[src/rgn_pkg.sv]
// Constants and carrier types for the receive gain / noise configuration bank.
// Assumes one 100 MHz clock domain and a field-serial link decoder on that clock.
// What this block does
// - Hold 7-bit static receive gain code, read/write, reset from nonvolatile copy.
// - One read/write bit from nonvolatile copy enables dynamic gain; off means static only.
// - Hold 6-bit noise monitoring threshold, read/write, reset value 32.
// - Clamp echo thresholds below 6-bit noise floor up to it; below floor is noise.
// - Noise floor uses threshold coding so comparison needs no scaling.
// - Five unsigned 7-bit delta gain magnitudes, read/write, reset to 0.
// - Each magnitude has a sign bit, reset 0; 0 raises gain, 1 lowers it.
// - Five 4-bit delta time codes, read/write, reset to 0.
// - Dynamic index: sub 0..9 magnitude/sign pairs, sub 10..14 time codes.
// - Fields travel least significant bit first, lowest sub-index first.
// - Reset loads nonvolatile copies where they exist, fixed defaults elsewhere.
package rgn_pkg;

  // Configuration memory indices served here
  localparam logic [3:0] RGN_IDX_RX = 4'h7;
  localparam logic [3:0] RGN_IDX_DYN = 4'h8;

  // Field widths
  localparam int RGN_GAIN_W = 7;
  localparam int RGN_LVL_W = 6;
  localparam int RGN_STEP_W = 7;
  localparam int RGN_WHEN_W = 4;
  localparam int RGN_STEPS = 5;

  // Reset values of fields without a nonvolatile copy
  localparam logic [5:0] RGN_WATCH_RST = 6'h20;
  localparam logic [5:0] RGN_CLAMP_RST = 6'h04;
  localparam logic [6:0] RGN_STEP_RST = 7'h00;
  localparam logic [3:0] RGN_WHEN_RST = 4'h0;

  // Bit positions within the serial frame of index 7 (LSB first)
  localparam int RGN_RX_GAIN_LSB = 0;
  localparam int RGN_RX_DYN_BIT = 7;
  localparam int RGN_RX_WATCH_LSB = 8;
  localparam int RGN_RX_CLAMP_LSB = 14;
  localparam logic [5:0] RGN_RX_LEN = 6'h14;

  // Bit positions within the serial frame of index 8
  localparam int RGN_PAIR_BITS = 8;
  localparam int RGN_WHEN_BASE = 40;
  localparam logic [5:0] RGN_DYN_LEN = 6'h3C;
  localparam int RGN_FRAME_W = 60;

  // Settings of index 7
  typedef struct packed {
    logic [5:0] noise_clamp_level;
    logic [5:0] noise_watch_level;
    logic dyn_gain_on;
    logic [6:0] static_rx_gain;
  } rgn_rx_cfg_t;

  // One dynamic gain step
  typedef struct packed {
    logic [3:0] when;
    logic neg;
    logic [6:0] size;
  } rgn_step_t;

  // Transfer state
  typedef enum logic [1:0] {
    RGN_IDLE = 2'b00,
    RGN_READ = 2'b01,
    RGN_WRITE = 2'b10
  } rgn_state_t;

endpackage

[src/rgn_field.sv]
// One configuration field: a register with reset preload and whole-field write.
// Assumes the parent decides when a complete field value is ready to commit.
`timescale 1ns/1ps
module rgn_field #(
  parameter int W = 7,
  parameter logic [W-1:0] RST = '0,
  parameter bit HAS_NV = 1'b0
) (
  // Clock, reset, enable
  input wire logic clk,
  input wire logic reset,
  input wire logic ce,
  // Nonvolatile copy, valid while reset is high
  input wire logic [W-1:0] nv_val,
  // Write port
  input wire logic wr_en,
  input wire logic [W-1:0] wr_val,
  // Stored value
  output logic [W-1:0] val_q
);

  logic [W-1:0] val_d;

  // Reset takes the nonvolatile copy if one exists, else the fixed default
  assign val_d = reset ? (HAS_NV ? nv_val : RST) : (wr_en ? wr_val : val_q);

  // Storage, frozen while ce is low
  always_ff @(posedge clk) begin
    if (ce) begin
      val_q <= val_d;
    end
  end

endmodule

[src/rgn_cfg_bank.sv]
// Receive gain, noise and dynamic gain profile fields of the configuration memory.
// Assumes a link decoder on the same clock that frames each field-serial transfer.
`timescale 1ns/1ps
module rgn_cfg_bank
  import rgn_pkg::*;
(
  // Clock, reset, enable
  input wire logic clk,
  input wire logic reset,
  input wire logic ce,
  // Nonvolatile copies, sampled while reset is high
  input wire logic [6:0] nv_static_rx_gain,
  input wire logic nv_dyn_gain_on,
  // Transfer framing from the link decoder
  input wire logic xfer_start,
  input wire logic [3:0] xfer_index,
  input wire logic xfer_write,
  input wire logic xfer_end,
  // Bit stream
  input wire logic bit_strobe,
  input wire logic bit_wdata,
  output logic bit_rdata_q,
  output logic xfer_hit_q,
  output logic xfer_over_q,
  // Echo path comparisons
  input wire logic [5:0] echo_thr_in,
  input wire logic [5:0] echo_mag_in,
  input wire logic noise_mon_en,
  output logic [5:0] echo_thr_eff_q,
  output logic echo_is_noise_q,
  output logic noise_above_q,
  // Settings towards the analogue front end and gain sequencer
  output rgn_rx_cfg_t rx_cfg_q,
  output rgn_step_t [RGN_STEPS-1:0] steps_q,
  output logic dyn_active_q
);

  // Field values
  logic [6:0] gain_v;
  logic dyn_v;
  logic [5:0] watch_v;
  logic [5:0] clamp_v;
  logic [6:0] size_v [RGN_STEPS];
  logic neg_v [RGN_STEPS];
  logic [3:0] when_v [RGN_STEPS];

  // Transfer state
  rgn_state_t state_q;
  rgn_state_t state_d;
  logic [3:0] sel_q;
  logic [5:0] ptr_q;
  logic [5:0] ptr_d;
  logic [RGN_FRAME_W-1:0] wsh_q;
  logic [RGN_FRAME_W-1:0] wsh_d;

  // Link framing as seen here: the decoder gives one start pulse carrying the
  // index and direction, then single-cycle bit strobes, then one end pulse.
  // A read walks the frame image bit by bit; a write collects bits in a shift
  // image and commits only at the end pulse, so a frame cut short by the
  // master never leaves a half-written field behind.
  // Limitation: only one transfer is tracked at a time; a new start pulse
  // discards whatever the previous transfer had gathered.

  // Decoded transfer conditions
  wire sel_rx = (sel_q == RGN_IDX_RX);
  wire sel_dyn = (sel_q == RGN_IDX_DYN);
  wire start_hit = (xfer_index == RGN_IDX_RX) || (xfer_index == RGN_IDX_DYN);
  wire [5:0] frame_len = sel_rx ? RGN_RX_LEN : RGN_DYN_LEN;
  wire in_frame = (ptr_q < frame_len);
  wire busy = (state_q != RGN_IDLE);
  wire bit_take = busy && bit_strobe && in_frame;
  wire commit = (state_q == RGN_WRITE) && xfer_end;
  wire commit_rx = commit && sel_rx;
  wire commit_dyn = commit && sel_dyn;

  // Serial images of the two indices, lowest sub-index at bit 0
  logic [19:0] frame_rx;
  logic [RGN_FRAME_W-1:0] frame_dyn;

  // Index 7: gain, enable, noise threshold, floor from bit 0 upwards
  assign frame_rx[RGN_RX_GAIN_LSB +: RGN_GAIN_W] = gain_v;
  assign frame_rx[RGN_RX_DYN_BIT] = dyn_v;
  assign frame_rx[RGN_RX_WATCH_LSB +: RGN_LVL_W] = watch_v;
  assign frame_rx[RGN_RX_CLAMP_LSB +: RGN_LVL_W] = clamp_v;

  // Index 8: magnitude/sign pairs then time codes
  always_comb begin
    frame_dyn = '0;
    for (int k = 0; k < RGN_STEPS; k++) begin
      frame_dyn[k*RGN_PAIR_BITS +: RGN_STEP_W] = size_v[k];
      frame_dyn[k*RGN_PAIR_BITS + RGN_STEP_W] = neg_v[k];
      frame_dyn[RGN_WHEN_BASE + k*RGN_WHEN_W +: RGN_WHEN_W] = when_v[k];
    end
  end

  // Bit presented to the reader at the next pointer value; past the end it reads zero
  logic rd_bit;
  logic [5:0] rd_ptr;

  assign rd_ptr = ptr_d;
  assign rd_bit = (!(rd_ptr < frame_len)) ? 1'b0 :
                  sel_rx ? frame_rx[rd_ptr[4:0]] :
                  sel_dyn ? frame_dyn[rd_ptr] : 1'b0;

  // Transfer sequencing; a new start always restarts the frame
  always_comb begin
    state_d = state_q;
    ptr_d = ptr_q;
    wsh_d = wsh_q;
    if (xfer_start) begin
      // Foreign indices park the sequencer so their strobes are ignored
      state_d = !start_hit ? RGN_IDLE : (xfer_write ? RGN_WRITE : RGN_READ);
      ptr_d = '0;
    end else begin
      // The end pulse wins over a strobe in the same cycle
      unique case (state_q)
        RGN_IDLE: begin
          ptr_d = ptr_q;
        end
        RGN_READ: begin
          if (xfer_end) begin
            state_d = RGN_IDLE;
          end else if (bit_take) begin
            ptr_d = ptr_q + 6'h01;
          end
        end
        RGN_WRITE: begin
          if (xfer_end) begin
            state_d = RGN_IDLE;
          end else if (bit_take) begin
            wsh_d[ptr_q] = bit_wdata;
            ptr_d = ptr_q + 6'h01;
          end
        end
        default: begin
          state_d = RGN_IDLE;
        end
      endcase
    end
  end

  // Transfer registers
  always_ff @(posedge clk) begin
    if (reset) begin
      state_q <= RGN_IDLE;
      sel_q <= 4'h0;
      ptr_q <= 6'h00;
      wsh_q <= '0;
    end else if (ce) begin
      state_q <= state_d;
      ptr_q <= ptr_d;
      wsh_q <= wsh_d;
      if (xfer_start) begin
        sel_q <= xfer_index;
      end
    end
  end

  // First bit of the addressed frame, shown the cycle after the start pulse
  wire start_bit = (xfer_index == RGN_IDX_RX) ? frame_rx[0] :
                   (xfer_index == RGN_IDX_DYN) ? frame_dyn[0] : 1'b0;
  wire strobe_over = busy && bit_strobe && !in_frame;

  // Read data is prefetched from the next pointer so it leads the strobe
  always_ff @(posedge clk) begin
    if (reset) begin
      bit_rdata_q <= 1'b0;
    end else if (ce) begin
      if (xfer_start) begin
        bit_rdata_q <= start_bit;
      end else if (busy) begin
        bit_rdata_q <= rd_bit;
      end
    end
  end

  // Hit flag stands from the start pulse until the end pulse
  always_ff @(posedge clk) begin
    if (reset) begin
      xfer_hit_q <= 1'b0;
    end else if (ce) begin
      if (xfer_start) begin
        xfer_hit_q <= start_hit;
      end else if (busy && xfer_end) begin
        xfer_hit_q <= 1'b0;
      end
    end
  end

  // Overrun flag; extra bits beyond the frame are dropped rather than wrapped
  always_ff @(posedge clk) begin
    if (reset) begin
      xfer_over_q <= 1'b0;
    end else if (ce) begin
      if (xfer_start) begin
        xfer_over_q <= 1'b0;
      end else if (strobe_over) begin
        xfer_over_q <= 1'b1;
      end
    end
  end

  // Bit count after which each index 7 field is complete
  wire [5:0] end_gain = 6'(RGN_RX_GAIN_LSB + RGN_GAIN_W);
  wire [5:0] end_dyn = 6'(RGN_RX_DYN_BIT + 1);
  wire [5:0] end_watch = 6'(RGN_RX_WATCH_LSB + RGN_LVL_W);
  wire [5:0] end_clamp = 6'(RGN_RX_CLAMP_LSB + RGN_LVL_W);

  // A field commits only if all of its bits arrived; a short write keeps the rest
  wire wr_gain = commit_rx && (ptr_q >= end_gain);
  wire wr_dyn = commit_rx && (ptr_q >= end_dyn);
  wire wr_watch = commit_rx && (ptr_q >= end_watch);
  wire wr_clamp = commit_rx && (ptr_q >= end_clamp);

  // Index 7 fields
  rgn_field #(.W(RGN_GAIN_W), .RST(7'h00), .HAS_NV(1'b1)) u_gain (
    .clk(clk),
    .reset(reset),
    .ce(ce),
    .nv_val(nv_static_rx_gain),
    .wr_en(wr_gain),
    .wr_val(wsh_q[RGN_RX_GAIN_LSB +: RGN_GAIN_W]),
    .val_q(gain_v)
  );

  rgn_field #(.W(1), .RST(1'b0), .HAS_NV(1'b1)) u_dyn (
    .clk(clk),
    .reset(reset),
    .ce(ce),
    .nv_val(nv_dyn_gain_on),
    .wr_en(wr_dyn),
    .wr_val(wsh_q[RGN_RX_DYN_BIT]),
    .val_q(dyn_v)
  );

  rgn_field #(.W(RGN_LVL_W), .RST(RGN_WATCH_RST), .HAS_NV(1'b0)) u_watch (
    .clk(clk),
    .reset(reset),
    .ce(ce),
    .nv_val(RGN_WATCH_RST),
    .wr_en(wr_watch),
    .wr_val(wsh_q[RGN_RX_WATCH_LSB +: RGN_LVL_W]),
    .val_q(watch_v)
  );

  rgn_field #(.W(RGN_LVL_W), .RST(RGN_CLAMP_RST), .HAS_NV(1'b0)) u_clamp (
    .clk(clk),
    .reset(reset),
    .ce(ce),
    .nv_val(RGN_CLAMP_RST),
    .wr_en(wr_clamp),
    .wr_val(wsh_q[RGN_RX_CLAMP_LSB +: RGN_LVL_W]),
    .val_q(clamp_v)
  );

  // Index 8 fields, one magnitude, sign and time code per step
  for (genvar k = 0; k < RGN_STEPS; k++) begin : g_step
    wire wr_size = commit_dyn && (ptr_q >= 6'(k*RGN_PAIR_BITS + RGN_STEP_W));
    wire wr_neg = commit_dyn && (ptr_q >= 6'(k*RGN_PAIR_BITS + RGN_PAIR_BITS));
    wire wr_when = commit_dyn && (ptr_q >= 6'(RGN_WHEN_BASE + (k+1)*RGN_WHEN_W));

    rgn_field #(.W(RGN_STEP_W), .RST(RGN_STEP_RST), .HAS_NV(1'b0)) u_size (
      .clk(clk),
      .reset(reset),
      .ce(ce),
      .nv_val(RGN_STEP_RST),
      .wr_en(wr_size),
      .wr_val(wsh_q[k*RGN_PAIR_BITS +: RGN_STEP_W]),
      .val_q(size_v[k])
    );

    rgn_field #(.W(1), .RST(1'b0), .HAS_NV(1'b0)) u_neg (
      .clk(clk),
      .reset(reset),
      .ce(ce),
      .nv_val(1'b0),
      .wr_en(wr_neg),
      .wr_val(wsh_q[k*RGN_PAIR_BITS + RGN_STEP_W]),
      .val_q(neg_v[k])
    );

    rgn_field #(.W(RGN_WHEN_W), .RST(RGN_WHEN_RST), .HAS_NV(1'b0)) u_when (
      .clk(clk),
      .reset(reset),
      .ce(ce),
      .nv_val(RGN_WHEN_RST),
      .wr_en(wr_when),
      .wr_val(wsh_q[RGN_WHEN_BASE + k*RGN_WHEN_W +: RGN_WHEN_W]),
      .val_q(when_v[k])
    );
  end

  // Floor and thresholds share one coding, so a plain compare suffices
  wire thr_low = (echo_thr_in < clamp_v);
  wire mag_low = (echo_mag_in < clamp_v);
  wire mag_over_watch = (echo_mag_in > watch_v);

  // Echo path results, registered so the outputs come from flops
  always_ff @(posedge clk) begin
    if (reset) begin
      echo_thr_eff_q <= RGN_CLAMP_RST;
      echo_is_noise_q <= 1'b0;
      noise_above_q <= 1'b0;
    end else if (ce) begin
      echo_thr_eff_q <= thr_low ? clamp_v : echo_thr_in;
      echo_is_noise_q <= mag_low;
      noise_above_q <= noise_mon_en && mag_over_watch;
    end
  end

  // Index 7 settings copy; one cycle behind the fields, which costs nothing
  // at the front end and keeps every output on a flop
  always_ff @(posedge clk) begin
    if (reset) begin
      rx_cfg_q <= '0;
      dyn_active_q <= 1'b0;
    end else if (ce) begin
      rx_cfg_q <= {clamp_v, watch_v, dyn_v, gain_v};
      dyn_active_q <= dyn_v;
    end
  end

  // Step profile copy; with dynamic gain off the sequencer sees a flat profile
  always_ff @(posedge clk) begin
    if (reset) begin
      steps_q <= '0;
    end else if (ce) begin
      for (int k = 0; k < RGN_STEPS; k++) begin
        steps_q[k].size <= dyn_v ? size_v[k] : 7'h00;
        steps_q[k].neg <= dyn_v ? neg_v[k] : 1'b0;
        steps_q[k].when <= when_v[k];
      end
    end
  end

endmodule

[config.mk]
export PLATFORM = sky130hd
export DESIGN_NAME = rgn_cfg_bank
export DESIGN_NICKNAME = d
export VERILOG_FILES = /design/src/rgn_pkg.sv /design/src/rgn_field.sv /design/src/rgn_cfg_bank.sv
export SDC_FILE = /design/constraint.sdc
export NUM_CORES = 1
export LEC_CHECK = 0
export BUFFER_PORTS_ARGS = -buffer_cell sky130_fd_sc_hd__buf_2
export CORE_ASPECT_RATIO = 0.5
export CORE_MARGIN = 2
export CORE_UTILIZATION = 25
export CTS_BUF_LIST = sky130_fd_sc_hd__clkbuf_4
export DETAILED_ROUTE_END_ITERATION = 8
export HOLD_SLACK_MARGIN = 0.08
export SLEW_MARGIN = 25
export SYNTH_ARGS = -nofsm -noshare
export SYNTH_HDL_FRONTEND = slang
export SYNTH_HIERARCHICAL = 1
export SYNTH_SLANG_ARGS = --single-unit
[constraint.sdc]
create_clock -name clk -period 7.44 [get_ports clk]
set_input_delay 0.744 -clock clk [delete_from_list [all_inputs] [get_ports clk]]
set_output_delay 0.744 -clock clk [all_outputs]
set_load 0.02 [all_outputs]
==> reports/metrics.yaml <==
status:
  run_status: "completed"
timing:
  rsz0062_at_grt: "false"
  drv_slew: 0
  finalCriticalPeriod_ps: 4080
  setup_viol_count_final: 0
  relSlewSlack_pct: 29.5
  max_freq_ghz: 0.245
  worst_pin_slew_ps: 1060
  min_period_over_period_pct: 54.9
  hold_violations: 0
  fin_worst_skew_ps: 42.0
  fin_setup_tns_ps: 0
hold_path:
  hold_class: "input pin to register"
global_route:
  grt_max_degree: 98
  antenna_found_initial: 1
  grt_util_all_layers_pct: 14.1
  gr-total-overflow: 0
  grt_pass1_vias: 8524
  grt_pass1_wl_mm: 50.4
clock_tree:
  cts_buffers: 66
  worstSkewPairLatency_ps: 670
  clockRootBuffer: "clkbuf_4"
  cts.repair.resized: 0
  clock_sinks: 243
  clk_path_buf_depth: 3
  cts_tree: "done"
  cts_max_level: 3
  ctsHoldBuffers: 0
  post_cts_buffers: 0
  clkSlewWorstSetupHoldPaths_ps: 70
setup_path:
  cp-end-kind: "register"
  cp_max_fo: 29
  crit_type: "register to register"
  start_kind: "register"
  required_ps: 7990
  cp.arrival_ps: 4630
drt:
  wirelength_mm: 33.1
  vias: 8968
  wire_per_inst_microns: 17.3
  routed-wl-met2_mm: 15.2
  routed.top_layer: "met4"
  ant_nets: 0
  route.detailed.drc: 0
  drt_iter0_drc: 765
  via_per_inst: 4.68
  dr.pass1.iters: 5
  routed-wl-met3_mm: 2.09
  met1_length_mm: 15.1
cells_and_area:
  fin_util_pct: 30.2
  syn2layout_area_growth_pct: 19.0
  drive_above_1_share_pct: 21.2
  fin_nets: 1334
power_and_ir_drop:
  power_density_nw_per_um2: 229
  p_leak_uw: 0.00511
  peakVddDrop_mv: 0.130
die:
  dieWidth_microns: 302
  chipHeight_microns: 153
  die_area_sq_um: 46100
  start_util_pct: 25.4
  io_pins: 125
  coreArea_sq_um: 43600
  row_count: 54
yosys:
  ys_warn_count: 6
  syn_area_sq_um: 11100
  synth_cells: 1153
  syn_area_per_cell_sq_um: 9.61
  synth_fp_nets: 1208
placed_design:
  hpwl_mm: 22.7
  port_buffers: 124
  place_congestion: 0.870
job:
  cap_violations: 0
state kept, by name, indices dropped and copies added, names as in the netlist, 2 cells and up:
| name | cells |
|---|---|
| state_q | 2 |
| g_step.u_size/val_q | 35 |
| rx_cfg_q | 19 |
| u_watch/val_q | 6 |
| g_step.u_when/val_q | 20 |
| u_clamp/val_q | 6 |
| wsh_q | 60 |
| echo_thr_eff_q | 6 |
| g_step.u_neg/val_q | 5 |
| u_gain/val_q | 7 |
| ptr_q | 6 |
| sel_q | 4 |
| steps_q | 60 |
layout by cell type (no fill, tap or decap), types with 9 or more instances in the layout:
cell,n
dfxtp_1,163
nor2_1,148
nand2_1,123
buf_2,122
clkbuf_4,107
a21oi_1,85
mux2i_1,81
edfxtp_1,80
nor2b_1,76
nand3_1,58
a22oi_1,42
ha_1,22
o21a_1,21
inv_1,20
nor3_1,16
o21ai_0,14
buf_4,14
a211oi_1,12
nand2b_1,9
path summary, 6_finish.rpt:
path | start | endpoint | slack [ps] | cells after the start
min reg2reg | wsh_q[24] | wsh_q[24] | 450 | 2
max | ptr_q[0] | bit_rdata_q | 3360 | 10
min | xfer_write | state_q[1] | 380 | 3
max reg2reg | ptr_q[0] | bit_rdata_q | 3360 | 10
power by group:
| part | switching (uW) | total, uW | internal [uW] |
|---|---|---|---|
| clock | 549 | 1300 | 753 |
| sequential | 44.9 | 1470 | 1430 |
| combinational | 158 | 244 | 86.6 |
| total | 752 | 3020 | 2260 |
critical path, cell delays in order, from the launching register on:
cell and delay, ps:
dfxtp_1 670, clkinv_1 390, ha_1 470, nand3_1 150
a21oi_4 850, nor2b_1 110, a211oi_1 260, a211oi_1 80
or4b_2 710, a32oi_1 210, o21ai_1 90
stage by stage:
step / setup slack (ps) / power (uW) / std cells / hold WS (ps) / cell area (sq um)
floorplan: 4250 / 1640 / 1153 / 432 / 11100
global placement: 3430 / 1740 / 1799 / 438 / 12300
detailed placement: 3410 / 1740 / 1799 / 442 / 12300
CTS: 3420 / 3050 / 1917 / 349 / 13200
global route: 3100 / 3140 / 1918 / 380 / 13200
finish: 3360 / 3020 / 1918 / 384 / 13200
routing by layer:
layer | vias to the layer above | track usage (%)
met2 | 265 | 22.1
met5 | - | 0
li1 | 4333 | -
met4 | 0 | 5.19
met1 | 4315 | 19.1
met3 | 55 | 2.77
final cells by class:
type	count	area [sq um]
multi-input cells	807	5040
diodes	1	2.50
repair buffers	137	729
clock buffers	107	803
well taps	588	736
inverters	24	90.1
clock inverters	11	120
fillers	4656	30500
flip-flops and latches	243	5670
Note: power is estimated with default switching activity, not from simulation.
